<file path="src/include/boot_parser_pkg.sv">
package boot_parser_pkg;

	// ************************************************************
	// Stream and word geometry.
	// ************************************************************
	localparam int WORD_W  = 48;     // Width of one boot stream word.
	localparam int TAG_W   = 16;     // Width of the block tag field.
	localparam int CNT_W   = 16;     // Width of the word count field.
	localparam int ADDR_W  = 32;     // Width of the start address field.
	localparam int ADDR_LO = 16;     // Lowest bit of the start address field.

	// ************************************************************
	// Block tag codes.
	// ************************************************************
	localparam logic [15:0] TAG_FINAL     = 16'h0000; // Final initialization.
	localparam logic [15:0] TAG_ZERO_DM16 = 16'h0001; // Zero fill, data memory 16.
	localparam logic [15:0] TAG_ZERO_DM32 = 16'h0002; // Zero fill, data memory 32.
	localparam logic [15:0] TAG_ZERO_DM40 = 16'h0003; // Zero fill, data memory 40.
	localparam logic [15:0] TAG_INIT_DM16 = 16'h0004; // Body, data memory 16.
	localparam logic [15:0] TAG_INIT_DM32 = 16'h0005; // Body, data memory 32.
	localparam logic [15:0] TAG_ZERO_PM16 = 16'h0007; // Zero fill, program memory 16.
	localparam logic [15:0] TAG_ZERO_PM32 = 16'h0008; // Zero fill, program memory 32.
	localparam logic [15:0] TAG_ZERO_PM40 = 16'h0009; // Zero fill, program memory 40.
	localparam logic [15:0] TAG_ZERO_PM48 = 16'h000A; // Zero fill, program memory 48.
	localparam logic [15:0] TAG_INIT_PM16 = 16'h000B; // Body, program memory 16.
	localparam logic [15:0] TAG_INIT_PM32 = 16'h000C; // Body, program memory 32.
	localparam logic [15:0] TAG_INIT_PM48 = 16'h000E; // Body, program memory 48.
	localparam logic [15:0] TAG_ZERO_DM64 = 16'h000F; // Zero fill, data memory 64.
	localparam logic [15:0] TAG_INIT_DM64 = 16'h0010; // Body, data memory 64.
	localparam logic [15:0] TAG_ZERO_PM64 = 16'h0011; // Zero fill, program memory 64.
	localparam logic [15:0] TAG_INIT_PM64 = 16'h0012; // Body, program memory 64.

	// ************************************************************
	// Register map over APB (byte addresses).
	// ************************************************************
	localparam logic [7:0] OFS_CONTROL = 8'h00; // Boot mode and vector select.
	localparam logic [7:0] OFS_STATUS  = 8'h04; // Parser state and flags.
	localparam logic [7:0] OFS_HOLD_LO = 8'h08; // Held instruction bits 31..0.
	localparam logic [7:0] OFS_HOLD_HI = 8'h0C; // Held instruction bits 47..32.
	localparam logic [7:0] OFS_BLOCKS  = 8'h10; // Count of accepted blocks.

	// Control register bit positions.
	localparam int CTL_VEC_BIT   = 0; // Vector table select bit.
	localparam int CTL_MODE_LO   = 1; // Boot mode field low bit.
	localparam int CTL_PORT_BIT  = 3; // Port enable, external path.
	localparam int CTL_LINK_BIT  = 4; // Port enable, link path.

	// Reset and fixed values.
	localparam logic [31:0] CONTROL_RST   = 32'h0000_0000; // Control after reset.
	localparam logic [31:0] ZERO32        = 32'h0000_0000; // Plain zero word.
	localparam logic [47:0] ZERO48        = 48'h0000_0000_0000; // Zero fill data.
	localparam logic [15:0] CNT_ONE       = 16'h0001; // Count step.
	localparam logic [15:0] CNT_ZERO      = 16'h0000; // Count empty.
	localparam logic [31:0] ADDR_ONE      = 32'h0000_0001; // Address step.
	localparam logic [31:0] RESET_VEC_RUN = 32'h0004_0004; // Second reset vector word.
	localparam int          SYNC_W        = 2; // Synchroniser depth.

	// Boot mode encodings.
	typedef enum logic [1:0] {
		MODE_NOBOOT = 2'b00,
		MODE_PROM   = 2'b01,
		MODE_HOST   = 2'b10,
		MODE_LINK   = 2'b11
	} boot_mode_t;

	// Parser states.
	typedef enum logic [2:0] {
		ST_IDLE  = 3'b000,
		ST_HDR0  = 3'b001,
		ST_HDR1  = 3'b010,
		ST_BODY  = 3'b011,
		ST_ZERO  = 3'b100,
		ST_FINAL = 3'b101,
		ST_DONE  = 3'b110
	} parse_state_t;

	// One memory write toward the target memory.
	typedef struct packed {
		logic        valid;   // Write strobe.
		logic        pmSpace; // High for program memory, low for data memory.
		logic [31:0] addr;    // Word address.
		logic [47:0] data;    // Word to store.
	} mem_write_t;

	// Incoming stream word from the boot port.
	typedef struct packed {
		logic        valid; // Word present.
		logic [47:0] data;  // Word value.
	} stream_word_t;

endpackage

</file>
<file path="src/verilog/boot_block_stream_parser.sv">
// Chosen here: the APB slave port and the address map.
`timescale 1ns/1ps
// Operation
// - first header word tag in low sixteen bits
// - second word holds address and count
// - zero blocks carry no body words
// - body words written from start address
// - zero blocks filled with zeros internally
// - sixteen bit tag decoded exactly
// - data memory tag codes decoded
// - program memory tag codes decoded
// - tag zero marks final initialization
// - one further word held as instruction
// - final init restores configuration and ports
// - boot port vector holds return instruction
// - run starts at second reset vector
// - port enabled before headers are read
// - external boot forces internal vector table
// - no boot mode uses select bit
module boot_block_stream_parser
	import boot_parser_pkg::*;
(
	input  wire logic         mclk,          // Processor clock, 250 MHz.
	input  wire logic         rst_b,         // Asynchronous reset, active low.
	input  wire logic         psel,          // APB select.
	input  wire logic         penable,       // APB access phase.
	input  wire logic         pwrite,        // APB direction, high for write.
	input  wire logic [7:0]   paddr,         // APB byte address.
	input  wire logic [31:0]  pwdata,        // APB write data.
	output logic      [31:0]  prdata,        // APB read data.
	output logic              pready,        // APB ready.
	output logic              pslverr,       // APB error for unmapped address.
	input  wire stream_word_t streamIn,      // Word offered by the boot port.
	output logic              streamReady,   // Parser takes the offered word.
	input  wire logic         bootStart,     // Pin that starts booting.
	output mem_write_t        memWrite,      // Memory write toward target memory.
	output logic [47:0]       wideHoldingRegister,  // Held final instruction.
	output logic              internalVectorTableSelect, // High for internal table.
	output logic              returnFromInterruptInstr,  // Vector must hold the return.
	output logic              restoreDefaults,  // Pulse: restore config and port control.
	output logic              serviceInterrupts, // Pulse: clear pending interrupts.
	output logic              bootDone,      // Boot complete, level.
	output logic [31:0]       runAddress     // Address where execution resumes.
);

	// ************************************************************
	// Tag decoding.
	// ************************************************************

	// Returns high for a tag that names a zero-fill block.
	function automatic logic isZeroTag(input logic [15:0] tag);
		isZeroTag = (tag == TAG_ZERO_DM16) || (tag == TAG_ZERO_DM32) ||
			(tag == TAG_ZERO_DM40) || (tag == TAG_ZERO_DM64) ||
			(tag == TAG_ZERO_PM16) || (tag == TAG_ZERO_PM32) ||
			(tag == TAG_ZERO_PM40) || (tag == TAG_ZERO_PM48) ||
			(tag == TAG_ZERO_PM64);
	endfunction

	// Returns high for a tag that names a block with a body.
	function automatic logic isInitTag(input logic [15:0] tag);
		isInitTag = (tag == TAG_INIT_DM16) || (tag == TAG_INIT_DM32) ||
			(tag == TAG_INIT_DM64) || (tag == TAG_INIT_PM16) ||
			(tag == TAG_INIT_PM32) || (tag == TAG_INIT_PM48) ||
			(tag == TAG_INIT_PM64);
	endfunction

	// Returns high for a program memory tag.
	function automatic logic isPmTag(input logic [15:0] tag);
		isPmTag = (tag == TAG_ZERO_PM16) || (tag == TAG_ZERO_PM32) ||
			(tag == TAG_ZERO_PM40) || (tag == TAG_ZERO_PM48) ||
			(tag == TAG_ZERO_PM64) || (tag == TAG_INIT_PM16) ||
			(tag == TAG_INIT_PM32) || (tag == TAG_INIT_PM48) ||
			(tag == TAG_INIT_PM64);
	endfunction

	// ************************************************************
	// State and storage.
	// ************************************************************
	parse_state_t state;        // Parser state.
	logic [31:0]  control;      // Software control register.
	logic [15:0]  curTag;       // Tag of the block in progress.
	logic [31:0]  curAddr;      // Next memory address.
	logic [15:0]  remaining;    // Words left in the block.
	logic [31:0]  blockCount;   // Blocks accepted so far.
	logic         badTag;       // Sticky flag: an unknown tag was seen.
	logic [SYNC_W-1:0] startSync; // Start pin synchroniser.
	logic         startSeen;    // Start seen after synchronising.

	boot_mode_t   bootMode;     // Boot mode field of control.
	logic         portEnabled;  // Active boot port enable.
	logic         takeWord;     // A stream word is consumed this cycle.
	logic         apbWrite;     // APB write completes this cycle.
	logic [15:0]  hdrTag;       // Tag field of the offered word.

	assign bootMode = boot_mode_t'(control[CTL_MODE_LO +: 2]);
	assign hdrTag   = streamIn.data[TAG_W-1:0];

	assign portEnabled = (bootMode == MODE_LINK) ? control[CTL_LINK_BIT] :
		control[CTL_PORT_BIT];

	// Words are only taken in states that read the stream; the zero fill
	// stalls the port so no word is swallowed while zeros are written.
	// no body for zero
	assign streamReady = portEnabled && ((state == ST_HDR0) ||
		(state == ST_HDR1) || (state == ST_BODY) || (state == ST_FINAL));
	assign takeWord = streamReady && streamIn.valid;

	// APB answers with no wait states.
	assign pready  = 1'b1;
	assign apbWrite = psel && penable && pwrite;

	// ************************************************************
	// Start pin synchroniser.
	// ************************************************************

	// The first stage is read only by the second stage.
	always_ff @(posedge mclk or negedge rst_b) begin
		if (!rst_b) begin
			startSync <= '0;
		end else begin
			startSync <= {startSync[0], bootStart};
		end
	end

	assign startSeen = startSync[SYNC_W-1];

	// ************************************************************
	// Control register.
	// ************************************************************

	// Final initialization puts the control register back to its defaults,
	// which also closes the port enables.
	always_ff @(posedge mclk or negedge rst_b) begin
		if (!rst_b) begin
			control <= CONTROL_RST;
		end else if ((state == ST_FINAL) && takeWord) begin
			control <= CONTROL_RST;
		end else if (apbWrite && (paddr == OFS_CONTROL)) begin
			control <= pwdata;
		end
	end

	// ************************************************************
	// Parser state machine.
	// ************************************************************

	// Walks header, body or fill, and the final section.
	always_ff @(posedge mclk or negedge rst_b) begin
		if (!rst_b) begin
			state <= ST_IDLE;
		end else begin
			case (state)
				ST_IDLE: begin
					// A parse never starts in no-boot mode.
					if (startSeen && (bootMode != MODE_NOBOOT)) begin
						state <= ST_HDR0;
					end
				end
				ST_HDR0: begin
					if (takeWord) begin
						if (hdrTag == TAG_FINAL) begin
							state <= ST_FINAL;
						end else begin
							state <= ST_HDR1;
						end
					end
				end
				ST_HDR1: begin
					if (takeWord) begin
						if (streamIn.data[CNT_W-1:0] == CNT_ZERO) begin
							state <= ST_HDR0;
						end else if (isZeroTag(curTag)) begin
							state <= ST_ZERO;
						end else if (isInitTag(curTag)) begin
							state <= ST_BODY;
						end else begin
							// Unknown tags are skipped as empty blocks.
							state <= ST_HDR0;
						end
					end
				end
				ST_BODY: begin
					if (takeWord && (remaining == CNT_ONE)) begin
						state <= ST_HDR0;
					end
				end
				ST_ZERO: begin
					if (remaining == CNT_ONE) begin
						state <= ST_HDR0;
					end
				end
				ST_FINAL: begin
					if (takeWord) begin
						state <= ST_DONE;
					end
				end
				ST_DONE: begin
					state <= ST_DONE;
				end
				default: begin
					state <= ST_IDLE;
				end
			endcase
		end
	end

	// ************************************************************
	// Header fields, address and count.
	// ************************************************************

	// Latches the tag and walks address and count through the block.
	always_ff @(posedge mclk or negedge rst_b) begin
		if (!rst_b) begin
			curTag    <= CNT_ZERO;
			curAddr   <= ZERO32;
			remaining <= CNT_ZERO;
		end else if ((state == ST_HDR0) && takeWord) begin
			curTag <= hdrTag;
		end else if ((state == ST_HDR1) && takeWord) begin
			curAddr   <= streamIn.data[ADDR_LO +: ADDR_W];
			remaining <= streamIn.data[CNT_W-1:0];
		end else if (((state == ST_BODY) && takeWord) || (state == ST_ZERO)) begin
			curAddr   <= curAddr + ADDR_ONE;
			remaining <= remaining - CNT_ONE;
		end
	end

	// ************************************************************
	// Memory write port.
	// ************************************************************

	// Registered so the write carries data straight from flip-flops.
	always_ff @(posedge mclk or negedge rst_b) begin
		if (!rst_b) begin
			memWrite <= '0;
		end else begin
			memWrite.valid   <= 1'b0;
			memWrite.pmSpace <= isPmTag(curTag);
			memWrite.addr    <= curAddr;
			if ((state == ST_BODY) && takeWord) begin
				memWrite.valid <= 1'b1;
				memWrite.data  <= streamIn.data;
			end else if (state == ST_ZERO) begin
				memWrite.valid <= 1'b1;
				memWrite.data  <= ZERO48;
			end
		end
	end

	// ************************************************************
	// Final section and completion.
	// ************************************************************

	// Captures the trailing instruction and pulses the restore actions.
	always_ff @(posedge mclk or negedge rst_b) begin
		if (!rst_b) begin
			wideHoldingRegister <= ZERO48;
			restoreDefaults     <= 1'b0;
			serviceInterrupts   <= 1'b0;
			bootDone            <= 1'b0;
			runAddress          <= ZERO32;
		end else begin
			restoreDefaults   <= 1'b0;
			serviceInterrupts <= 1'b0;
			if ((state == ST_FINAL) && takeWord) begin
				wideHoldingRegister <= streamIn.data;
				restoreDefaults     <= 1'b1;
				serviceInterrupts   <= 1'b1;
				bootDone            <= 1'b1;
				runAddress          <= RESET_VEC_RUN;
			end
		end
	end

	assign returnFromInterruptInstr = (state != ST_IDLE) && (state != ST_DONE);

	assign internalVectorTableSelect = (bootMode != MODE_NOBOOT) ? 1'b1 :
		control[CTL_VEC_BIT];

	// ************************************************************
	// Block counter and error flag.
	// ************************************************************

	// Counts block headers other than the final one and flags tags outside the known set.
	always_ff @(posedge mclk or negedge rst_b) begin
		if (!rst_b) begin
			blockCount <= ZERO32;
			badTag     <= 1'b0;
		end else if ((state == ST_HDR1) && takeWord) begin
			blockCount <= blockCount + ADDR_ONE;
			if (!isZeroTag(curTag) && !isInitTag(curTag)) begin
				badTag <= 1'b1;
			end
		end
	end

	// ************************************************************
	// APB read decode.
	// ************************************************************

	// Read data comes straight from the decode; unmapped reads return zero
	// with an error.
	always_comb begin
		prdata  = ZERO32;
		pslverr = 1'b0;
		if (paddr == OFS_CONTROL) begin
			prdata = control;
		end else if (paddr == OFS_STATUS) begin
			prdata = {26'h000_0000, badTag, bootDone, 1'b0, state};
		end else if (paddr == OFS_HOLD_LO) begin
			prdata = wideHoldingRegister[31:0];
		end else if (paddr == OFS_HOLD_HI) begin
			prdata = {16'h0000, wideHoldingRegister[47:32]};
		end else if (paddr == OFS_BLOCKS) begin
			prdata = blockCount;
		end else begin
			pslverr = psel && penable;
		end
	end

endmodule // boot_block_stream_parser

</file>
<file path="config.mk">
export PLATFORM = sky130hd
export DESIGN_NAME = boot_block_stream_parser
export DESIGN_NICKNAME = d
export VERILOG_FILES = /design/src/include/boot_parser_pkg.sv /design/src/verilog/boot_block_stream_parser.sv
export SDC_FILE = /design/constraint.sdc
export NUM_CORES = 1
export LEC_CHECK = 0
export ABC_AREA = 1
export ABC_CLOCK_PERIOD_IN_PS = 1900
export CAP_MARGIN = 30
export CORE_ASPECT_RATIO = 1.75
export CORE_UTILIZATION = 58
export CTS_CLUSTER_SIZE = 14
export DETAILED_ROUTE_END_ITERATION = 10
export DONT_BUFFER_PORTS = 1
export PLACE_DENSITY = 0.8
export SLEW_MARGIN = 20
export SYNTH_ARGS = -nofsm -noshare
export SYNTH_HDL_FRONTEND = slang
export SYNTH_SLANG_ARGS = --single-unit
</file>
<file path="constraint.sdc">
create_clock -name mclk -period 1.9 [get_ports mclk]
set_input_delay 0 -clock mclk [delete_from_list [all_inputs] [get_ports mclk]]
set_output_delay 0 -clock mclk [all_outputs]
set_load 0.03 [all_outputs]
</file>
=== Word level (Yosys, flattened, before mapping) ===
Cells that the tools add are included.

* Equal/unequal tests: 35
* Reductions and logical operators: 52
* Multiplexer cells: 34
* Bitwise operators: 1
* Add/subtract/negate cells: 3

{| class="wikitable"
|+ Operators by type and width
! kind !! count
|-
| $mux 32 || 9
|-
| $eq 16x4->1 const B || 7
|-
| $mux 48 || 2
|-
| $add 32x1->32 const B || 2
|-
| $eq 16x3->1 const B || 3
|-
| $eq 16x5->1 const B || 3
|-
| $eq 16x1->1 const B || 2
|-
| $eq 16x2->1 const B || 2
|-
| $mux 16 || 2
|-
| $mux 3 || 9
|-
| $logic_or 1x1->1 || 26
|-
| $pmux 3 s7 || 1
|-
| $eq 8x4->1 const B || 2
|-
| $logic_not 16->1 || 1
|-
| $sub 16x1->16 const B || 1
|-
| $logic_and 1x1->1 || 13
|-
| $ne 2x2->1 const B || 6
|-
| $mux 1 || 10
|-
| $eq 3x3->1 const B || 3
|-
| $eq 8x3->1 const B || 1
|-
| $eq 8x5->1 const B || 1
|-
| $logic_not 8->1 || 1
|-
| $reduce_bool 2->1 || 4
|-
| $eq 3x2->1 const B || 2
|-
| 10 further kinds || 12
|}

* Bits of input ports: 95
* Output and inout port bits: 202
* Bits in registers: 267

=== Logic depth before layout (Yosys ltp) ===
Gate-level depths: netlist of the first run.

* Depth after elaboration: 13
* Mapped depth: 14

=== Least setup slack after synthesis of the first run ===
No wires, ideal clock.

* Kind: register -> register
* Start point: register state[2]
* End point: register blockCount[18]
* Path slack: 0.158 ns
* Required time: 1.778 ns
* Cell stages (with the launch flop): 13
* Arrival time: 1.620 ns
* Clock period less this slack: 1.742 ns
* Path through: dfrtp_1 -> buf_4 -> clkinv_2 -> nand2_1 -> nand2_2 -> nand3_4 -> nor2_4 -> nand2_2 -> nor2_4 -> nand2_2 -> nor2_2 -> nand2_1 -> xor2_1

* Longest elaborated chain between the ends: 7

{| class="wikitable"
|+ RTL lines
! element !! line !! text
|-
| from (decl) || boot_block_stream_parser.sv:79 || <nowiki>parse_state_t state;</nowiki>
|-
| from (signal assigned) || boot_block_stream_parser.sv:150 || <nowiki>state <= ST_IDLE;</nowiki>
|-
| from (signal assigned) || boot_block_stream_parser.sv:156 || <nowiki>state <= ST_HDR0;</nowiki>
|-
| from (signal assigned) || boot_block_stream_parser.sv:162 || <nowiki>state <= ST_FINAL;</nowiki>
|-
| $eq 3x1->1 or $eq 3x2->1 (tied branches) || boot_block_stream_parser.sv:104, boot_block_stream_parser.sv:105, boot_block_stream_parser.sv:289 ||
|-
| $logic_or 1x1->1 || boot_block_stream_parser.sv:104 || <nowiki>assign streamReady = portEnabled && ((state == ST_HDR0) ||</nowiki>
|-
| $logic_or 1x1->1 (2 in a row) || boot_block_stream_parser.sv:105 || <nowiki>(state == ST_HDR1) || (state == ST_BODY) || (state == ST_FINAL));</nowiki>
|-
| $logic_and 1x1->1 || boot_block_stream_parser.sv:104 ||
|-
| $logic_and 1x1->1 || boot_block_stream_parser.sv:106 || <nowiki>assign takeWord = streamReady && streamIn.valid;</nowiki>
|-
| $logic_and 1x1->1 * || boot_block_stream_parser.sv:289 || <nowiki>end else if ((state == ST_HDR1) && takeWord) begin</nowiki>
|-
| to (signal assigned) || boot_block_stream_parser.sv:290 || <nowiki>blockCount <= blockCount + ADDR_ONE;</nowiki>
|-
| to (decl) || boot_block_stream_parser.sv:84 || <nowiki>logic [31:0] blockCount;</nowiki>
|}

Every way passes the cells marked *; elsewhere a longest branch is shown, timed or not.
A chain may end at the register's enable or synchronous reset.

=== Worst setup path in the final report of the first run ===
* Start point: register curAddr[3]
* End point: register curAddr[29]

* Longest elaborated chain between the ends: 3

{| class="wikitable"
|+ RTL lines
! element !! line !! text
|-
| from (decl) || boot_block_stream_parser.sv:82 || <nowiki>logic [31:0] curAddr;</nowiki>
|-
| from (signal assigned) || boot_block_stream_parser.sv:220 || <nowiki>curAddr <= streamIn.data[ADDR_LO +: ADDR_W];</nowiki>
|-
| from (signal assigned) || boot_block_stream_parser.sv:223 || <nowiki>curAddr <= curAddr + ADDR_ONE;</nowiki>
|-
| $add 32x1->32 || boot_block_stream_parser.sv:223 ||
|-
| $mux 32 || boot_block_stream_parser.sv:222 || <nowiki>end else if (((state == ST_BODY) && takeWord) || (state == ST_ZERO)) begin</nowiki>
|-
| $mux 32 || boot_block_stream_parser.sv:219 || <nowiki>end else if ((state == ST_HDR1) && takeWord) begin</nowiki>
|}

Every way passes these cells. The select of a mux whose other input is x is not followed.

==> results_dict.tcl, run 1 <==
set metrics [dict create \
    drt-initial-drc-count 1142 \
    synth_top_area_share_pct 50.20 \
    routedWlPerCell_um 20.51 \
    synth_edf_count 0 \
    syn_avg_cell_area_um2 8.130 \
    cts.path.max_buffers 3 \
    synth_top_family_by_area "simple AND/OR/NAND/NOR gates" \
    antenna_found_initial 4 \
    initial_utilization_pct 59.59 \
    r2r_start "curAddr[3]" \
    synthCells 1631 \
    fmax_mhz 546.9 \
    crit_fanout 4 \
    ys_types 44 \
    cp-start-kind "flip-flop" \
    min_period_ps 1828 \
    slew_headroom_pct 61.99 \
    drt-total-wl_um 43370 \
    hpwl_um 30410 \
    root_buffer "clkbuf_16" \
    clock_sinks 266 \
    synth.yosys.seq_area_share_pct 50.20 \
    maxCapViolations 0 \
    rsz0062_at_grt "yes" \
    dieWidth_um 116.3 \
    hold_class "primary input to async pin" \
    synth-compound-area-share_pct 12.27 \
    grt_pass1_vias 12200 \
    place_congestion 1.022 \
    ys_ff_latch 266 \
    die-area_mm2 0.02349 \
    status "finished with violations" \
    dieHeight_um 202.0 \
    nNetsFinal 1900 \
    overflow 0 \
    syn_to_final_growth_pct 21.74 \
    synthArstFlopShare_pct 100.0 \
    hold_buffers 84 \
    worst_slew_pin_slew_ps 570.2 \
    required_ps 2370 \
    num_vias 12460 \
    finClkSkew_ps 11.84 \
    muxShareOfSynthArea_pct 0 \
    numCtsBuffers 25 \
    critPathArrivalTime_ps 2300 \
    crit_start "curAddr[3]" \
    leakagePower_uw 0.007758 \
    ys_warn_count 0 \
    setup_viol 0 \
    synth-main-ff-cell "dfrtp_1" \
    synth-xor-area-share_pct 3.435 \
    synth_simple_gate_area_share_pct 23.94 \
    hold_viol_final 266 \
    grt_max_degree 267 \
    drt_pass1_iterations 5 \
    synth_area_leaders "dfrtp_1 50%, nand2_1 11%, o21ai_0 5.7%" \
    drtAntennaViolNets 0 \
    synth_top_cell_by_area "dfrtp_1" \
    std_cell_rows 72 \
    drive_above_1_share_pct 13.01 \
    io_pins 297 \
    cp-end-kind "flip-flop" \
    syn_area_mm2 0.01326 \
    drv_slew 0 \
    fp.coreArea_mm2 0.02225 \
    peakVddDrop_v 0.0009828 \
    final_core_util_pct 72.55 \
    critPathKind "flip-flop to flip-flop" \
    powerDensity_mw_per_mm2 1266 \
    cts_tree "built" \
    grt_pass1_wl_um 65080 \
    avgViaCountPerCell 5.889 \
    drc_errors 0 \
    grtUsageTotal_pct 36.57 \
    hold_ws_ps -843.3 \
    violations "hold timing" \
    clkLatencyLatePin_ps 540 \
    io_buffers 0 \
    post-route-period-util_pct 96.24 \
    synthAdderAreaFrac_pct 0.3774 \
    clk_pin_slew_ps 70 \
    cts-htree-levels 1 \
]
==> synthesized netlist by cell type, drive strengths merged (2+ instances only) <==
cell type / instances
nand2: 388
dfrtp: 266
o21ai: 190
inv: 178
nand3: 146
nor2: 111
buf: 79
xor2: 44
nor3: 43
clkbuf: 30
nand4: 29
a21oi: 25
o211ai: 20
o221ai: 18
o2111ai: 11
or2: 11
xnor2: 8
a31oi: 6
o22ai: 6
ha: 4
nand3b: 3
a211oi: 2
conb: 2
nor4: 2
o21bai: 2
o31ai: 2
==> power by group <==
part           total [uW]  leakage, uW  switching (uW)  internal [uW]
Combinational        5440      0.00410            3350           2090
Clock                5010     0.000397            2160           2850
Sequential           9990      0.00326            2820           7170
==> what timing repair did <==
| item | in CTS | in global routing |
|---|---|---|
| buffers inserted | 0 | 4 |
| endpoints found under the hold margin | 470 | 266 |
| gates resized for setup | 2 | 39 |
| pin swaps | 0 | 5 |
| endpoints found under the setup margin | 9 | 65 |
| gates cloned | 0 | 2 |
==> layout by cell type, fill, tap and decap left out, drive strengths merged, types with 18 or more instances in the layout <==
cell and count:
nor3 43, conb 31, xor2 44, clkbuf 33, o21ai 190, a21oi 25
buf 137, o221ai 18, inv 178, nand4 29, dfrtp 266, nand3 146
dlygate4sd3 84, o211ai 20, nor2 111, nand2 388
==> logic make-up (layout without fill, tap and decap cells) <==
group	Yosys count	count (layout)
flops	266	266
compound gates	285	285
xor+xnor	52	52
fa+ha+maj	4	4
buf+inv	288	442
other cells	2	36
simple gates	734	734
==> state kept, by name, indices dropped and copies added, names as in the netlist <==
register	flops
memWrite	82
curAddr	32
badTag	1
remaining	16
curTag	16
bootDone	1
serviceInterrupts	1
blockCount	32
wideHoldingRegister	48
control	32
startSync	2
state	3
==> metal layers <==
| layer | GRT usage (%) | vias up | share of wire [%] |
|---|---|---|---|
| met5 | 0 | - | 0 |
| met4 | 22.71 | 0 | 7.2 |
| met3 | 7.496 | 199 | 8.4 |
| met2 | 61.35 | 671 | 49 |
| met1 | 41.94 | 5952 | 35 |
| li1 | - | 5633 | - |
==> critical path, cell delays in order, from the launching register on <==
cell and delay, ps:
dfrtp_1 480, inv_1 100, buf_4 160, nor3_2 170, inv_1 70, nor2_1 170
nand2_1 140, or2_2 300, nand3_1 70, nand3_1 60, nand2_1 60
==> area by class of cell <==
type                    count  area [um^2]
fillers                  1628         6108
clock inverters             9        97.59
diodes                      5        12.51
well taps                 296        370.4
clock buffers              31        698.2
flip-flops and latches    266         6659
inverters                 179        675.6
multi-input cells        1106         5565
repair buffers            223         2064
==> through the flow <==
step / cell area [um^2] / setup TNS (ps) / cells / power [uW] / worst slack [ps]
finish: 16140 / 0 / 2115 / 20440 / 71.53
global route: 16140 / -106.1 / 2113 / 21390 / -45.66
CTS: 15920 / 0 / 2104 / 20140 / 14.48
detailed placement: 14270 / -123.0 / 1980 / 14950 / -70.69
global placement: 14270 / 0 / 1980 / 14740 / 20.46
floorplan: 13370 / 0 / 1660 / 13030 / 158.5
==> final timing paths <==
path                                                end  slack [ps]  cells after the start
worst min-delay path                        control[21]        -840                      0
worst min register to register             startSync[1]         370                      0
max in group asynchronous       wideHoldingRegister[10]        2240                      0
min in group mclk                          startSync[0]          20                      1
worst max-delay path                        curAddr[29]          70                     10
worst max register to register              curAddr[29]          70                     10
(Power assumes the default switching activity.)
==> run 2: changes to the inputs <==
- HOLD_SLACK_MARGIN: default -> 0.03
==> run 2 against run 1 <==
Net effect:
- non-clock buffer count grew 1
- global-route usage is the same
- routed wire length decreased by 0.33%
- core utilization about the same
- the run still ends with hold timing left
- power hardly changed
- design area about the same
- sequential share of layout area about the same
- clock skew down 0.94 ps
- combinational power barely moved
- via count shrank 0.39%
==> results_dict.tcl, run 2 (same netlist as run 1, synthesis figures left out) <==
set metrics [dict create \
    cts_tree "built" \
    clk_pin_slew_ps 70 \
    crit_fanout 3 \
    fmax_mhz 547.3 \
    hold_ws_ps -840.5 \
    violations "hold timing" \
    regMostFlops "memWrite" \
    dp.cells 1980 \
    place_congestion 1.022 \
    grt_pass1_vias 12220 \
    nNetsFinal 1901 \
    fp.coreArea_mm2 0.02225 \
    largestRegisters "memWrite (82), wideHoldingRegister (48)" \
    initial_utilization_pct 59.59 \
    cp_slowest_cell "dfrtp_1" \
    cpLargestDelayFamily "simple AND/OR/NAND/NOR gates" \
    crit_chain "ha_1, nand3_1, nor2_2, nand4_1, nor3_2, buf_4, or2_2, nand3_1, nand3_1, nand2_1" \
    cp-start-kind "flip-flop" \
    finClkSkew_ps 10.90 \
    rsz0062_at_grt "yes" \
    worst_slew_pin_slew_ps 533.0 \
    antenna_found_initial 4 \
    die-area_mm2 0.02349 \
    io_buffers 0 \
    avgViaCountPerCell 5.866 \
    drt-total-wl_um 43220 \
    dieHeight_um 202.0 \
    root_buffer "clkbuf_16" \
    crit_top_cell "nand3_1" \
    drv_slew 0 \
    post-route-period-util_pct 96.17 \
    r2r_start "curAddr[0]" \
    hold_viol_final 266 \
    drtAntennaViolNets 0 \
    cp-end-kind "flip-flop" \
    drt-initial-drc-count 1089 \
    required_ps 2320 \
    reg2reg_depth 10 \
    cts.path.max_buffers 3 \
    io_pins 297 \
    r2r_end "curAddr[30]" \
    r2r_setup_slack_ps 70 \
    final_core_util_pct 72.58 \
    setup_viol 0 \
    slowest_delay_ps 360 \
    crit_start "curAddr[0]" \
    overflow 0 \
    critPathArrivalTime_ps 2240 \
    drc_errors 0 \
    layoutNonFillerInstCount 2115 \
    clock_sinks 266 \
    routedWlPerCell_um 20.44 \
    drt_pass1_iterations 5 \
    grtUsageTotal_pct 36.57 \
    hold_buffers 85 \
    dieWidth_um 116.3 \
    drive_above_1_share_pct 13.00 \
    largest_reg_flops 82 \
    num_vias 12410 \
    hpwl_um 30410 \
    final_common_cell "nand2_1" \
    cp_num_buf_inv 1 \
    status "finished with violations" \
    cts-htree-levels 1 \
    numCtsBuffers 25 \
    maxCapViolations 0 \
    grt_pass1_wl_um 65080 \
    leakagePower_uw 0.007762 \
    critPathKind "flip-flop to flip-flop" \
    clkLatencyLatePin_ps 530 \
    layout_common_cells "381 x nand2_1, 264 x dfrtp_1, 173 x inv_1" \
    slew_headroom_pct 64.49 \
    powerDensity_mw_per_mm2 1265 \
    grt_max_degree 267 \
    min_period_ps 1827 \
    syn_to_final_growth_pct 21.80 \
    peakVddDrop_v 0.0009836 \
    hold_class "primary input to async pin" \
    std_cell_rows 72 \
]
-- run 2: cell count changes in the layout (fill, tap and decap cells not counted) --
cell           before  now
dlygate4sd3_1      84   85
diode_2             5    4
-- run 2: layer usage --
metal	wire [um]	track usage (%)	part of all wire (%)
met2	21340	61.39	49
met4	3035	22.89	7.0
met5	0	0	0
met1	15330	41.90	35
met3	3514	7.376	8.1
-- run 2: through the flow --
step | hold slack (ps) | cell area, um^2 | total power [uW] | setup slack, ps | setup TNS [ps]
after floorplan | -295.6 | 13370 | 13030 | 158.5 | 0
after global placement | -288.7 | 14270 | 14740 | 20.46 | 0
after detailed placement | -288.2 | 14270 | 14950 | -70.69 | -123.0
after CTS | -849.1 | 15930 | 20140 | 14.48 | 0
after global routing | -854.1 | 16150 | 21400 | -45.66 | -107.9
final | -840.5 | 16150 | 20430 | 72.79 | 0
-- run 2: area by class of cell --
class	count	area, um^2
diodes	4	10.01
clock buffers	31	698.2
clock inverters	9	97.59
fillers	1627	6101
inverters	179	675.6
multi-input cells	1106	5565
flip-flops and latches	266	6659
well taps	296	370.4
repair buffers	224	2074
-- run 2: report_power, final --
group	internal [uW]	switching, uW	leakage (uW)
clock network	2850	2160	0.000397
registers	7170	2820	0.00326
logic	2100	3330	0.00410
total	12100	8310	0.00776
-- run 2: worst reg2reg max path, cell delays in order, from the launching register on --
cell	delay (ps)
dfrtp_1	360
ha_1	200
nand3_1	140
nor2_2	200
nand4_1	180
nor3_2	190
buf_4	150
or2_2	100
nand3_1	60
nand3_1	80
nand2_1	60
-- run 2: worst max path at each step --
stage | endpoint | cells after the start | slack (ps)
floorplan | blockCount[18] | 12 | 160
global placement | curAddr[24] | 11 | 20
detailed placement | curAddr[24] | 11 | -70
CTS | remaining[13] | 9 | 10
global route | remaining[11] | 10 | -50
finish | curAddr[30] | 10 | 70
-- run 2: what timing repair did --
item	in CTS	in global routing
setup endpoints to repair	9	64
setup buffers	0	4
hold endpoints to repair	470	266
pin swaps	0	5
gates resized for setup	2	39
gates cloned	0	2
